$ cat src/uvfc_pkg.sv
package uvfc_pkg;

    // ----------------------------------------------------------------
    // Register map (byte addresses)
    // ----------------------------------------------------------------
    localparam logic [11:0] UVFC_ADDR_UNK_UCAST   = 12'h320;
    localparam logic [11:0] UVFC_ADDR_UNK_MCAST   = 12'h324;
    localparam logic [11:0] UVFC_ADDR_UNK_VLAN    = 12'h328;
    localparam logic [11:0] UVFC_ADDR_MAC_CTRL0   = 12'h330;
    // Control 1 is byte 1 of the control 0 word
    localparam logic [11:0] UVFC_ADDR_MAC_CTRL1   = 12'h331;
    localparam logic [11:0] UVFC_ADDR_FRAME_STAT  = 12'h338;

    // ----------------------------------------------------------------
    // Field positions
    // ----------------------------------------------------------------
    localparam int UVFC_FWD_EN_BIT       = 31;
    localparam int UVFC_ALT_BACKOFF_BIT  = 7;
    localparam int UVFC_LEN_CHECK_BIT    = 3;
    localparam int UVFC_FC_DROP_MODE_BIT = 1;
    localparam int UVFC_AGGR_BACKOFF_BIT = 0;
    localparam int UVFC_NO_XCOL_DROP_BIT = 3;
    localparam int UVFC_CTRL1_LANE       = int'(UVFC_ADDR_MAC_CTRL1[1:0]);
    localparam int UVFC_CTRL1_LSB        = 8 * UVFC_CTRL1_LANE;

    // ----------------------------------------------------------------
    // Reset values
    // ----------------------------------------------------------------
    localparam logic [31:0] UVFC_UNK_RST   = 32'h0000_0000;
    localparam logic [7:0]  UVFC_CTRL0_RST = 8'h0e;
    localparam logic [7:0]  UVFC_CTRL1_RST = 8'hf0;

    // ----------------------------------------------------------------
    // Frame constants
    // ----------------------------------------------------------------
    localparam logic [15:0] UVFC_FC_ETHERTYPE = 16'h8808;
    localparam logic [47:0] UVFC_FC_DA        = 48'h0180_c200_0001;
    localparam logic [15:0] UVFC_LEN_LIMIT    = 16'h05dc;
    localparam logic [4:0]  UVFC_XCOL_LIMIT   = 5'h10;

    localparam logic [31:0] UVFC_UNMAPPED_DATA = 32'h0000_0000;

    typedef enum logic [2:0] {
        UVFC_CAT_VLAN  = 3'b001,
        UVFC_CAT_UCAST = 3'b010,
        UVFC_CAT_MCAST = 3'b100
    } uvfc_cat_e;

endpackage
$ cat src/uvfc_ctrl.sv
`timescale 1ns/10ps
// How it works
// - Bit 31 of the unknown-VLAN register enables forwarding of unknown-VLAN frames.
// - Mask bits 2..0 of that register pick ports 3..1 as destinations.
// - Control 0 bit 7 turns on alternate back-off, effective in half duplex only.
// - Control 0 bit 3 drops frames whose length field below 1500 mismatches real length.
// - With control 0 bit 1 set, a pause EtherType or pause address alone drops a frame.
// - With that bit clear, only both pause EtherType and pause address together drop.
// - Control 0 bit 0 turns on aggressive back-off under half-duplex back pressure.
// - Unknown VLAN beats unknown unicast, which beats unknown multicast.
// - With no-excessive-collision-drop set, frames with 16+ collisions are kept.
module uvfc_ctrl
    import uvfc_pkg::*;
#(
    parameter int PORTS = 3
) (
    input  wire logic             mclk_i,
    input  wire logic             reset_n_i,
    // Avalon-MM slave
    input  wire logic [11:0]      avs_address_i,
    input  wire logic             avs_read_i,
    input  wire logic             avs_write_i,
    input  wire logic [31:0]      avs_writedata_i,
    input  wire logic [3:0]       avs_byteenable_i,
    output logic [31:0]           avs_readdata_o,
    output logic                  avs_waitrequest_o,
    // Frame classification from the parser
    input  wire logic             frame_valid_i,
    input  wire logic             unk_vlan_i,
    input  wire logic             unk_ucast_i,
    input  wire logic             unk_mcast_i,
    input  wire logic [15:0]      ethertype_i,
    input  wire logic [47:0]      dest_addr_i,
    input  wire logic [15:0]      actual_len_i,
    // Half-duplex MAC status
    input  wire logic             half_duplex_i,
    input  wire logic             back_pressure_i,
    input  wire logic [4:0]       collision_count_i,
    // Decisions
    output logic                  result_valid_o,
    output logic                  drop_o,
    output logic [PORTS-1:0]      port_mask_o,
    output logic                  alt_backoff_o,
    output logic                  aggr_backoff_o,
    output logic                  xcol_drop_o
);

    initial begin
        if (PORTS != 3) $error("uvfc_ctrl serves three ports only");
    end

    // ----------------------------------------------------------------
    // Register state
    // ----------------------------------------------------------------
    logic [31:0] vlan_ctrl;
    logic [31:0] ucast_ctrl;
    logic [31:0] mcast_ctrl;
    logic [7:0]  ctrl0;
    logic [7:0]  ctrl1;
    logic [15:0] drop_count;
    logic [2:0]  last_cat;
    logic        ack;
    logic [31:0] next_vlan_ctrl;
    logic [31:0] next_ucast_ctrl;
    logic [31:0] next_mcast_ctrl;
    logic [7:0]  next_ctrl0;
    logic [7:0]  next_ctrl1;
    logic [15:0] next_drop_count;
    logic [2:0]  next_last_cat;
    logic        next_ack;
    logic [31:0] next_readdata;
    logic        dec_valid;
    logic        dec_drop;
    logic [2:0]  dec_cat;

    // Only bit 31 and the port mask are writable in the mask registers
    function automatic logic [31:0] unk_write(input logic [31:0] old_v,
                                              input logic [31:0] wd,
                                              input logic [3:0]  be);
        unk_write = old_v;
        if (be[3]) unk_write[31] = wd[31];
        if (be[0]) unk_write[2:0] = wd[2:0];
    endfunction

    // ----------------------------------------------------------------
    // Bus slave: one wait cycle, answer on the second edge
    // ----------------------------------------------------------------
    always_comb begin
        next_vlan_ctrl  = vlan_ctrl;
        next_ucast_ctrl = ucast_ctrl;
        next_mcast_ctrl = mcast_ctrl;
        next_ctrl0      = ctrl0;
        next_ctrl1      = ctrl1;
        next_readdata   = avs_readdata_o;
        next_ack        = (avs_read_i || avs_write_i) && !ack;
        if (avs_write_i && !ack) begin
            unique case (avs_address_i)
                UVFC_ADDR_UNK_VLAN: begin
                    next_vlan_ctrl = unk_write(vlan_ctrl, avs_writedata_i,
                                               avs_byteenable_i);
                end
                UVFC_ADDR_UNK_UCAST: begin
                    next_ucast_ctrl = unk_write(ucast_ctrl, avs_writedata_i,
                                                avs_byteenable_i);
                end
                UVFC_ADDR_UNK_MCAST: begin
                    next_mcast_ctrl = unk_write(mcast_ctrl, avs_writedata_i,
                                                avs_byteenable_i);
                end
                UVFC_ADDR_MAC_CTRL0: begin
                    if (avs_byteenable_i[0]) next_ctrl0 = avs_writedata_i[7:0];
                    if (avs_byteenable_i[UVFC_CTRL1_LANE]) begin
                        next_ctrl1 = avs_writedata_i[UVFC_CTRL1_LSB +: 8];
                    end
                end
                default: begin
                end
            endcase
        end
        if (avs_read_i && !ack) begin
            unique case (avs_address_i)
                UVFC_ADDR_UNK_VLAN:   next_readdata = vlan_ctrl;
                UVFC_ADDR_UNK_UCAST:  next_readdata = ucast_ctrl;
                UVFC_ADDR_UNK_MCAST:  next_readdata = mcast_ctrl;
                UVFC_ADDR_MAC_CTRL0: begin
                    next_readdata                      = {24'h000000, ctrl0};
                    next_readdata[UVFC_CTRL1_LSB +: 8] = ctrl1;
                end
                UVFC_ADDR_FRAME_STAT: next_readdata = {13'h0000, last_cat, drop_count};
                default:              next_readdata = UVFC_UNMAPPED_DATA;
            endcase
        end
    end

    always_ff @(posedge mclk_i or negedge reset_n_i) begin
        if (!reset_n_i) begin
            vlan_ctrl         <= UVFC_UNK_RST;
            ucast_ctrl        <= UVFC_UNK_RST;
            mcast_ctrl        <= UVFC_UNK_RST;
            ctrl0             <= UVFC_CTRL0_RST;
            ctrl1             <= UVFC_CTRL1_RST;
            ack               <= 1'b0;
            avs_readdata_o    <= 32'h0000_0000;
            avs_waitrequest_o <= 1'b1;
        end else begin
            vlan_ctrl         <= next_vlan_ctrl;
            ucast_ctrl        <= next_ucast_ctrl;
            mcast_ctrl        <= next_mcast_ctrl;
            ctrl0             <= next_ctrl0;
            ctrl1             <= next_ctrl1;
            ack               <= next_ack;
            avs_readdata_o    <= next_readdata;
            avs_waitrequest_o <= !next_ack;
        end
    end

    // ----------------------------------------------------------------
    // Frame decision
    // ----------------------------------------------------------------
    uvfc_frame_decide #(
        .PORTS (PORTS)
    ) u_decide (
        .mclk_i         (mclk_i),
        .reset_n_i      (reset_n_i),
        .frame_valid_i  (frame_valid_i),
        .unk_vlan_i     (unk_vlan_i),
        .unk_ucast_i    (unk_ucast_i),
        .unk_mcast_i    (unk_mcast_i),
        .ethertype_i    (ethertype_i),
        .dest_addr_i    (dest_addr_i),
        .actual_len_i   (actual_len_i),
        .vlan_ctrl_i    (vlan_ctrl),
        .ucast_ctrl_i   (ucast_ctrl),
        .mcast_ctrl_i   (mcast_ctrl),
        .ctrl0_i        (ctrl0),
        .result_valid_o (dec_valid),
        .drop_o         (dec_drop),
        .port_mask_o    (port_mask_o),
        .category_o     (dec_cat)
    );

    assign result_valid_o = dec_valid;
    assign drop_o         = dec_drop;

    // ----------------------------------------------------------------
    // Drop statistics and back-off controls
    // ----------------------------------------------------------------
    logic next_alt;
    logic next_aggr;
    logic next_xcol;

    always_comb begin
        next_drop_count = drop_count;
        next_last_cat   = last_cat;
        if (dec_valid) begin
            next_last_cat = dec_cat;
            // Saturates so software never sees a wrap
            if (dec_drop && drop_count != 16'hffff) begin
                next_drop_count = drop_count + 16'h0001;
            end
        end
        // Back-off modes only matter on half-duplex links
        next_alt  = ctrl0[UVFC_ALT_BACKOFF_BIT] && half_duplex_i;
        next_aggr = ctrl0[UVFC_AGGR_BACKOFF_BIT] && half_duplex_i
                    && back_pressure_i;
        next_xcol = (collision_count_i >= UVFC_XCOL_LIMIT)
                    && !ctrl1[UVFC_NO_XCOL_DROP_BIT];
    end

    always_ff @(posedge mclk_i or negedge reset_n_i) begin
        if (!reset_n_i) begin
            drop_count     <= 16'h0000;
            last_cat       <= 3'b000;
            alt_backoff_o  <= 1'b0;
            aggr_backoff_o <= 1'b0;
            xcol_drop_o    <= 1'b0;
        end else begin
            drop_count     <= next_drop_count;
            last_cat       <= next_last_cat;
            alt_backoff_o  <= next_alt;
            aggr_backoff_o <= next_aggr;
            xcol_drop_o    <= next_xcol;
        end
    end

endmodule

$ cat src/uvfc_frame_decide.sv
`timescale 1ns/10ps
module uvfc_frame_decide
    import uvfc_pkg::*;
#(
    parameter int PORTS = 3
) (
    input  wire logic             mclk_i,
    input  wire logic             reset_n_i,
    input  wire logic             frame_valid_i,
    input  wire logic             unk_vlan_i,
    input  wire logic             unk_ucast_i,
    input  wire logic             unk_mcast_i,
    input  wire logic [15:0]      ethertype_i,
    input  wire logic [47:0]      dest_addr_i,
    input  wire logic [15:0]      actual_len_i,
    input  wire logic [31:0]      vlan_ctrl_i,
    input  wire logic [31:0]      ucast_ctrl_i,
    input  wire logic [31:0]      mcast_ctrl_i,
    input  wire logic [7:0]       ctrl0_i,
    output logic                  result_valid_o,
    output logic                  drop_o,
    output logic [PORTS-1:0]      port_mask_o,
    output logic [2:0]            category_o
);

    initial begin
        if (PORTS != 3) $error("uvfc_frame_decide serves three ports only");
    end

    // ----------------------------------------------------------------
    // Category forwarding decision
    // ----------------------------------------------------------------
    function automatic logic [PORTS-1:0] fwd_ports(input logic [31:0] ctrl);
        fwd_ports = ctrl[UVFC_FWD_EN_BIT] ? ctrl[PORTS-1:0] : '0;
    endfunction

    logic             fc_type;
    logic             fc_da;
    logic             next_valid;
    logic             next_drop;
    logic [PORTS-1:0] next_mask;
    logic [2:0]       next_cat;

    always_comb begin
        fc_type    = (ethertype_i == UVFC_FC_ETHERTYPE);
        fc_da      = (dest_addr_i == UVFC_FC_DA);
        next_valid = frame_valid_i;
        next_drop  = 1'b0;
        next_mask  = {PORTS{1'b1}};
        next_cat   = 3'b000;
        // Precedence: unknown VLAN, then unicast, then multicast
        if (unk_vlan_i) begin
            next_cat  = UVFC_CAT_VLAN;
            next_mask = fwd_ports(vlan_ctrl_i);
        end else if (unk_ucast_i) begin
            next_cat  = UVFC_CAT_UCAST;
            next_mask = fwd_ports(ucast_ctrl_i);
        end else if (unk_mcast_i) begin
            next_cat  = UVFC_CAT_MCAST;
            next_mask = fwd_ports(mcast_ctrl_i);
        end
        if (next_cat != 3'b000 && next_mask == '0) begin
            next_drop = 1'b1;
        end
        if (ctrl0_i[UVFC_FC_DROP_MODE_BIT]) begin
            if (fc_type || fc_da) next_drop = 1'b1;
        end else begin
            if (fc_type && fc_da) next_drop = 1'b1;
        end
        if (ctrl0_i[UVFC_LEN_CHECK_BIT] && ethertype_i < UVFC_LEN_LIMIT
                && ethertype_i != actual_len_i) begin
            next_drop = 1'b1;
        end
        if (next_drop) next_mask = '0;
    end

    always_ff @(posedge mclk_i or negedge reset_n_i) begin
        if (!reset_n_i) begin
            result_valid_o <= 1'b0;
            drop_o         <= 1'b0;
            port_mask_o    <= '0;
            category_o     <= 3'b000;
        end else begin
            result_valid_o <= next_valid;
            drop_o         <= next_drop;
            port_mask_o    <= next_mask;
            category_o     <= next_cat;
        end
    end

endmodule

$ cat config.mk
export PLATFORM = sky130hd
export DESIGN_NAME = uvfc_ctrl
export DESIGN_NICKNAME = d
export VERILOG_FILES = /design/src/uvfc_pkg.sv /design/src/uvfc_ctrl.sv /design/src/uvfc_frame_decide.sv
export SDC_FILE = /design/constraint.sdc
export NUM_CORES = 1
export LEC_CHECK = 0
export ABC_AREA = 1
export BUFFER_PORTS_ARGS = -buffer_cell sky130_fd_sc_hd__buf_2
export CAP_MARGIN = 20
export CORE_MARGIN = 5
export CORE_UTILIZATION = 46
export DETAILED_ROUTE_END_ITERATION = 16
export GPL_ROUTABILITY_DRIVEN = 0
export HOLD_SLACK_MARGIN = 0.03
export PLACE_DENSITY_LB_ADDON = 0.05
export RECOVER_POWER = 100
export SLEW_MARGIN = 20
export SYNTH_ARGS = -nofsm -noshare
export SYNTH_HDL_FRONTEND = slang
export SYNTH_SLANG_ARGS = --single-unit
$ cat constraint.sdc
create_clock -name mclk_i -period 3.3 [get_ports mclk_i]
set_clock_uncertainty 0.05 [all_clocks]
set_input_delay 0.66 -clock mclk_i [delete_from_list [all_inputs] [get_ports mclk_i]]
set_output_delay 0.66 -clock mclk_i [all_outputs]
set_load 0.005 [all_outputs]
# After elaboration in Yosys (flattened, before gate mapping)
# Index checks and enable logic that the tools add are counted.
[totals]
reg_bits = 92
latchBits = 0
ramBits = 0
romBits = 0
output_inout_bits = 41
wordCells = 76
n_memories = 0
[op_classes]
n_addsub = 1
multipliers = 0
div_mod_pow = 0
order_cmp = 2
n_eq_ne = 9
shifts = 0
mux = 16
bitwise = 0
n_reduce_logical = 28
[op_table]
columns = ["operator", "count"]
rows = [
  ["$pmux W32 S5", 1],
  ["$eq A12 B10 Y1 const B", 5],
  ["$eq A48 B41 Y1 const B", 1],
  ["$mux W3", 10],
  ["$reduce_and A3 Y1", 8],
  ["$add A16 B1 Y16 const B", 1],
  ["$eq A16 B16 Y1 const B", 1],
  ["$lt A16 B11 Y1 const B", 1],
  ["$ne A16 B16 Y1", 1],
  ["$ne A16 B16 Y1 const B", 1],
  ["$logic_and A1 B1 Y1", 12],
  ["$ge A5 B5 Y1 const B", 1],
  ["$mux W1", 5],
  ["$logic_not A1 Y1", 3],
  ["$logic_not A3 Y1", 1],
  ["$reduce_bool A3 Y1", 1],
  ["$logic_or A1 B1 Y1", 2],
  ["$reduce_and A2 Y1", 1],
]

# Depth between registers and ports, before layout
# Gate-level depths: netlist of the first run.
[logic_depth]
ltp_word = 11
mapped_depth = 11
depth_no_buf = 10

# Hierarchy
# From an unflattened synthesis of the first run, not the netlist that was laid out.
[unflattened]
hier_cells = 654
area_unflattened_um2 = 4744.6
[modules_own_cells]
columns = ["module", "n_inst", "cells_per_inst", "area_each_um2", "seq_area_each_um2"]
rows = [
  ["uvfc_ctrl", 1, 458, 3708.6, 1811.7],
  ["uvfc_frame_decide", 1, 196, 1036.0, 200.2],
]

# Least setup slack after synthesis of the first run
# Ideal clock, no wire load.
[synth_path]
path_type = "input port to flip-flop"
start = "in avs_address_i[11]"
end = "reg ctrl0[7]"
arrival_ns = 1.553
required_ns = 3.134
setup_slack_ns = 1.581
path_stages = 10
n_path_buf = 2
path_cell_list = "nor2_1 > nand3_2 > inv_2 > nand2_1 > inv_2 > buf_6 > nand2_1 > buf_6 > nand2_1 > nand2_1"
[synth_between]
elab_chain_len = 2
[synth_rtl]
columns = ["item", "line", "text"]
rows = [
  ["start, declared", "uvfc_ctrl.sv:20", "input wire logic [11:0] avs_address_i,"],
  ["$eq A12 B10 Y1", "uvfc_ctrl.sv:97", "unique case (avs_address_i)"],
  ["$reduce_and A3 Y1 (no line)", "--", ""],
  ["end signal, assigned", "uvfc_ctrl.sv:149", "ctrl0 <= next_ctrl0;"],
  ["end, declared", "uvfc_ctrl.sv:58", "logic [7:0] ctrl0;"],
]
# Every way passes these cells.
# A chain may end at the register's enable or synchronous reset.

# Final worst setup path of the first run
[layout_path]
start = "reg drop_count[0]"
end = "reg drop_count[9]"
[layout_between]
elab_chain_len = 3
[layout_rtl]
columns = ["item", "line", "text"]
rows = [
  ["start, declared", "uvfc_ctrl.sv:60", "logic [15:0] drop_count;"],
  ["start signal, assigned", "uvfc_ctrl.sv:218", "drop_count <= next_drop_count;"],
  ["parallel branches: the longest is 3 deep, another holds $add A16 B1 Y16", "--", ""],
]
# Parallel ways; which one is timed is not known.

==> results.md, run 1 <==
- Status: finished, violations left
- Failing checks: max-capacitance violations, max-slew violations
- Synth Register Bits: 80
- Post-synthesis sequential area ratio: 44.8%
- Post-layout min period: 2.31 ns
- Max Buffers Root-to-Sink: 2
- DR DRC count: 0
- Clk Latency, worst-skew pair: 0.36 ns
- Vias in the first global route: 4131
- WL final: about 12 mm
- Finish-stage setup viols: 0
- Max-cap violations: 1
- Overflow after GRT: 0
- Via/cell ratio: 4.59
- Slew headroom: -30.4%
- # diodes: 0
- Die H: 109 um
- Peak VDD IR: 0.260 mV
- Num Clock Sinks: 80
- CTS Buf Count: 9
- Critical path peak fanout: 10
- FP Rows: 36
- RR Startpoint: drop_count[0]$_DFFE_PN0P_
- Hold crit path type: input pin to flop
- Flop2flop setup slack: a little under 1 ns
- Number of detailed-route iterations in the first pass: 4
- Post-synth cell types: 31
- R2R cell count: 7
- Ports: 184
- Worst Hold Depth: 1
- Port-buffer cells: 151
- Fill cells: 1014
- Iteration-0 DRC Markers: between 150 and 200
- Yosys warns: 0
- First-pass GRT wire length: between 15 and 20 mm
- RSZ-0062 raised after global routing: false
- H-tree depth: 3
- Slew Limit Fails: 81
- Synthesis-to-layout area growth: 21.3%
- Largest net degree at the start of global routing: 81
- Final worst setup slack: 0.991 ns
- Starting Density: between 40% and 50%
- Die area: between 0.01 and 0.015 mm^2
- Crit. End Element: flop
- TritonCTS clock tree: yes
- EDFF count, synth: 0
- CTS Root Cell: clkbuf_8
- Post-route ant nets: 0
- Cell Pwr Density: 384 mW/mm^2
- # hold bufs at CTS: 0
- R2R Path End: drop_count[9]$_DFFE_PN0P_
- Clk slew on worst S/H paths: 0.08 ns
- Gate Count Post-Synth: around 630
- Wire per inst: 12.7 um
- Setup TNS Final: 0 ns
- Postcts setup bufs: 0
- Cts repair resizes: 0
- Commonest non-fill, non-tap cells in the layout: nand2_1 (218), buf_2 (126), inv_1 (105)
- Final nets: 925
- P_leak: 0.00303 uW
- Layout cells sized above 1: 20.2%
- Core ar.: 0.00964 mm^2
- CP required: about 3.5 ns
- Die Wd: ~110 um
- Syn Area/Cell: 7.16 um^2
- GRT Overall Usage: 20.2%
- CP Launch Type: flop
- Async S/R FF share, synth: 100%
- Beginning of the worst hold path: frame_valid_i
- WS Path Type: flop to flop
- Hold violation total from the final report: 0
- Worst Hold Path EP: u_decide.result_valid_o$_DFF_PN0_
- Via count: 4218
- Synthesized area: roughly 0.0045 mm^2
- Dpl ws: 1.00 ns
- Initial antenna violation count: 0
- CP Data Arrival Time: 2.49 ns
- Ys flop type: dfrtp_1
- Final period util: a little over two thirds
- Fmax achieved: between 0.4 and 0.5 GHz
- Commonest non-fill, non-tap cell in the layout: nand2_1
- Hpwl dp: between 9 and 10 mm
- Measured slew at the worst slew-check pin: around 2.0 ns
-- final cells by class --
class                           instances  area (um^2)  area share, %
Clock inverter                          4         27.5          0.506
Sequential cell                        80         2010           37.0
Multi-Input combinational cell        431         1930           35.4
Timing Repair Buffer                  153          741           13.6
Tap cell                              133          166           3.06
Inverter                              106          403           7.40
Clock buffer                           12          165           3.04
-- synthesized netlist by cell type, types with 2 or more instances --
cell        n  share of area [%]
nand2_1   216                 18
inv_1     103                8.6
dfrtp_1    72                 40
nor2_1     60                5.0
o21ai_0    43                4.8
nand3_1    31                3.5
xor2_1     21                4.1
buf_4      12                2.0
nand4_1    11                1.5
dfstp_2     8                4.7
nor3_1      8               0.89
a21oi_1     5               0.56
clkbuf_1    5               0.42
o31ai_1     4               0.67
buf_6       3               0.75
nand2_2     3               0.42
nand3_2     3               0.67
o21ai_1     3               0.33
and3_1      2               0.28
inv_2       2               0.17
nor2_2      2               0.28
-- worst max-delay path by stage --
| stage | from | endpoint | slack, ns | cells past startpoint |
|---|---|---|---|---|
| after global routing | avs_address_i[11] | ctrl1[5]$_DFFE_PN1P_ | 0.67 | 8 |
| after global placement | avs_address_i[11] | avs_readdata_o[6]$_DFFE_PN0P_ | 1.04 | 8 |
| after detailed placement | avs_address_i[11] | avs_readdata_o[6]$_DFFE_PN0P_ | 1.00 | 8 |
| after CTS | avs_address_i[11] | avs_readdata_o[2]$_DFFE_PN0P_ | 1.36 | 8 |
| final | drop_count[0]$_DFFE_PN0P_ | drop_count[9]$_DFFE_PN0P_ | 0.99 | 7 |
| after floorplan | avs_address_i[11] | ctrl0[7]$_DFFE_PN0P_ | 1.58 | 10 |
-- kinds of logic (layout without fill, tap and decap cells) --
kind of cell	Yosys count	after routing	synth area share [%]
compound gates	55	55	6.36
xor+xnor	21	21	4.10
fa+ha+maj	1	1	0.279
buf+inv	127	275	12.3
flops	80	80	44.8
other cells	1	12	0.0836
simple gates	342	342	32.1
-- per-layer routing --
metal	vias up	global-route usage (%)	part of all wire, %
li1	2195	-	-
met1	1872	27.8	47
met2	141	32.1	44
met3	10	4.20	7.7
met4	0	6.22	1.3
met5	-	0	0
-- state kept, by name, summed over array words and instances (netlist names) --
register	cells
ack	1
avs_waitrequest_o	1
vlan_ctrl	4
mcast_ctrl	4
last_cat	3
u_decide.category_o	3
ctrl1	8
u_decide.port_mask_o	3
drop_count	16
ctrl0	8
avs_readdata_o	20
u_decide.drop_o	1
aggr_backoff_o	1
u_decide.result_valid_o	1
ucast_ctrl	4
alt_backoff_o	1
xcol_drop_o	1
-- worst max-delay path: stages (launching register included) --
cell and delay, ns:
dfrtp_1 0.41, ha_1 0.22, nand3_1 0.12, nor3_1 0.45, nand3_2 0.14, nand3_1 0.43, nor2_1 0.17, xor2_1 0.18
-- power by group --
part           internal [uW]  switching (uW)
sequential              1030            49.3
clock                    335             362
combinational            126             183
total                   1490             594
-- per-stage QoR --
stage / cell area (um^2) / hold slack, ns / cells / util, % / total power [uW]
6_report: 5440 / 0.347 / 919 / 56.5 / 2090
2_1_floorplan: 4530 / 0.314 / 638 / - / 1260
3_5_place_dp: 5320 / 0.393 / 903 / 55.2 / 1420
4_1_cts: 5510 / 0.338 / 919 / 57.2 / 2110
3_3_place_gp: 5320 / 0.389 / 903 / 55.2 / 1410
5_1_grt: 5440 / 0.335 / 919 / 56.5 / 2200
Note: power is estimated with default switching activity, not from simulation.
==> run 2: changes to the inputs <==
--- a/config.mk
+++ b/config.mk
@@ -5,7 +5,7 @@
 export SDC_FILE = /design/constraint.sdc
 export NUM_CORES = 1
 export LEC_CHECK = 0
-export ABC_AREA = 1
+export ABC_AREA = 0
 export BUFFER_PORTS_ARGS = -buffer_cell sky130_fd_sc_hd__buf_2
 export CAP_MARGIN = 20
 export CORE_MARGIN = 5
==> constraint.sdc (replaced) <==
create_clock -name mclk_i -period 2.3 [get_ports mclk_i]
set_clock_uncertainty 0.05 [all_clocks]
set_input_delay 0.46 -clock mclk_i [delete_from_list [all_inputs] [get_ports mclk_i]]
set_output_delay 0.46 -clock mclk_i [all_outputs]
set_load 0.005 [all_outputs]
==> run 2 against run 1 <==
Compared with the run above:
- area after synthesis down 11%
- first-iteration DRC count decreased by 38%
- critical path type unchanged
- core utilization grew 1.8 points
- worst setup slack worse by 0.76 ns
- sequential power is 43% higher
- synthesized cell count decreased by 42%
- routed wire length decreased by 9.8%
- the flow now finishes without violations
- sequential share of layout area increased by 3.2 points
- combinational power increased by 23%
- cell area shrank 8.0%
- die area shrank 9.6%
==> results.md, run 2 <==
- Syn Area/Cell: 11.0 um^2 (+54%)
- RSZ-0062 raised after global routing: false
- Final period util: 90.0% (+20 points)
- Largest register FFs: 20 (unchanged)
- CP required: 2.49 ns (-0.99 ns)
- Yosys warns: 0 (unchanged)
- Measured slew at the worst slew-check pin: 1.12 ns (-0.838 ns)
- Max-cap violations: 0 (-1)
- Die area: 0.0107 mm^2 (-9.6%)
- CP Launch Type: flop
- GRT Overall Usage: 20.1% (-0.13 points)
- Via/cell ratio: 5.28 (+15%)
- Cts repair resizes: 0 (unchanged)
- Status: finished clean
- Clk Latency, worst-skew pair: 0.36 ns (about the same)
- Synthesized area: 0.00401 mm^2 (-11%)
- FP Rows: 34 (-5.6%)
- # hold bufs at CTS: 0 (unchanged)
- TritonCTS clock tree: yes
- Slew Limit Fails: 0 (-100%)
- Peak VDD IR: 0.257 mV (-1.1%)
- Wire per inst: 16.3 um (+29%)
- Initial antenna violation count: 0 (unchanged)
- Max Buffers Root-to-Sink: 2 (unchanged)
- Post-synthesis sequential area ratio: 50.2% (+5.3 points)
- CP Data Arrival Time: 2.26 ns (-0.23 ns)
- Post-synth cell types: 50 (+61%)
- Vias in the first global route: 3425 (-17%)
- Fin area: 0.00500 mm^2 (-8.0%)
- Slew headroom: 25.5% (+56 points)
- Ys flop type: dfrtp_1
- Overflow after GRT: 0 (unchanged)
- Fmax achieved: 0.483 GHz (+12%)
- Critical path peak fanout: 7 (-3)
- Crit. End Element: flop
- Iteration-0 DRC Markers: 122 (-38%)
- Finish-stage setup viols: 0 (unchanged)
- H-tree depth: 3 (unchanged)
- Flop2flop setup slack: 0.23 ns (-0.76 ns)
- Cell Pwr Density: 604 mW/mm^2 (+57%)
- Hold violation total from the final report: 0 (unchanged)
- Most frequent cell after synthesis: dfrtp_1
- Core ar.: 0.00859 mm^2 (-11%)
- Hpwl dp: 8.45 mm (-7.0%)
- CTS Root Cell: clkbuf_8
- First-pass GRT wire length: 16.6 mm (-12%)
- Postcts setup bufs: 0 (unchanged)
- Num Clock Sinks: 80 (unchanged)
- Via count: 3394 (-20%)
- Largest register by flop count: avs_readdata_o
- Ranking of synthesized cells by area: dfrtp_1 (45%), mux2_2 (9.0%), xnor2_1 (5.7%)
- Area leader, netlist: dfrtp_1
- # diodes: 0 (unchanged)
- Final nets: 674 (-27%)
- Final Total Pwr: 3020 uW (+45%)
- Gate Count Post-Synth: 364 (-42%)
- Die Wd: 103 um (-4.9%)
- Commonest cells in the synthesized netlist: dfrtp_1 (72), mux2_2 (32), nand2_1 (30), xnor2_1 (26), nor2_1 (22)
- Number of detailed-route iterations in the first pass: 6 (+2)
- Clk slew on worst S/H paths: 0.09 ns (about the same)
- Largest net degree at the start of global routing: 46 (-43%)
- Post-synth top area share: 44.9% (+4.8 points)
- DP Area: 0.00492 mm^2 (-7.5%)
- Layout cells sized above 1: 36.3% (+16 points)
- Port-buffer cells: 151 (unchanged)
- Hold crit path type: input pin to flop
- Die H: 103 um (-4.9%)
- Synth Register Bits: 80 (unchanged)
- Synthesis-to-layout area growth: 24.7%
- WS Path Type: flop to flop
- Commonest non-fill, non-tap cells in the layout: buf_2 (126), dfrtp_1 (72), mux2_2 (32)
- P_leak: 0.00234 uW (-23%)
- Ports: 184 (unchanged)
- WL final: 10.5 mm (-9.8%)
- Post-layout min period: 2.07 ns (-0.238 ns)
- DR DRC count: 0 (unchanged)
- Commonest non-fill, non-tap cell in the layout: buf_2
- EDFF count, synth: 0 (unchanged)
- Async S/R FF share, synth: 100% (unchanged)
- Starting Density: 46.7% (+0.13 points)
- CTS Buf Count: 9 (unchanged)
- Top flop regs: avs_readdata_o x20, drop_count x16
- Setup TNS Final: 0 ns (unchanged)
- Post-route ant nets: 0 (unchanged)
run 2: worst paths after layout:
check	startpoint	to	cells past startpoint
min	frame_valid_i	u_decide.result_valid_o$_DFF_PN0_	1
max reg2reg	drop_count[0]$_DFFE_PN0P_	drop_count[7]$_DFFE_PN0P_	6
min reg2reg	avs_readdata_o[18]$_DFFE_PN0P_	avs_readdata_o[18]$_DFFE_PN0P_	2
max in group asynchronous	reset_n_i	drop_count[9]$_DFFE_PN0P_	2
min in group asynchronous	reset_n_i	ack$_DFF_PN0_	1
max	drop_count[0]$_DFFE_PN0P_	drop_count[7]$_DFFE_PN0P_	6
run 2: metrics by stage:
| stage | utilization [%] | instances | setup slack, ns | hold slack (ns) |
|---|---|---|---|---|
| 4_1_cts | 59.8 | 643 | 0.222 | 0.0657 |
| 2_1_floorplan | - | 375 | 0.308 | 0.114 |
| 5_1_grt | 58.2 | 643 | 0.106 | 0.143 |
| 3_5_place_dp | 57.3 | 627 | 0.170 | 0.401 |
| 3_3_place_gp | 57.3 | 627 | 0.180 | 0.397 |
| 6_report | 58.2 | 643 | 0.230 | 0.150 |
run 2: kinds of logic (layout without fill, tap and decap cells):
group	count (synthesis)	in the layout	share of synthesized area, %
DFF	80	80	50.2
and+or+nand+nor	133	133	19.4
AOI/OAI and AO/OA	56	56	9.05
adders and majority gates	2	2	0.561
muxes	39	39	10.7
xor gates and xnor gates	29	29	6.33
other	1	12	0.0935
buffers and inverters	24	184	3.71
run 2: power breakdown:
group          internal [uW]  switching (uW)
Combinational            185             193
Sequential              1480            67.6
Clock                    546             557
Total                   2210             818
run 2: worst max-delay path, stage by stage (launching register included):
cell and delay [ns]:
dfrtp_1 0.42, ha_1 0.19, nand3_1 0.12, or4b_1 0.69, o21bai_4 0.26, nor2_1 0.09
xor2_1 0.14
run 2: layer usage:
layer  vias to the layer above  wire length (um)  GRT usage (%)
met5                         -                 0              0
met4                         0                93           6.18
met3                         8               621           2.88
met2                        94              5320           34.1
met1                      1656              4480           26.5
li1                       1636                 -              -
run 2: area by class of cell:
type / count / area, um^2
Fill cell: 816 / 3590
Inverter: 4 / 15.0
Multi-Input combinational cell: 271 / 1830
Sequential cell: 80 / 2010
Clock buffer: 10 / 138
Timing Repair Buffer: 164 / 795
Clock inverter: 6 / 75.1
Tap cell: 108 / 135
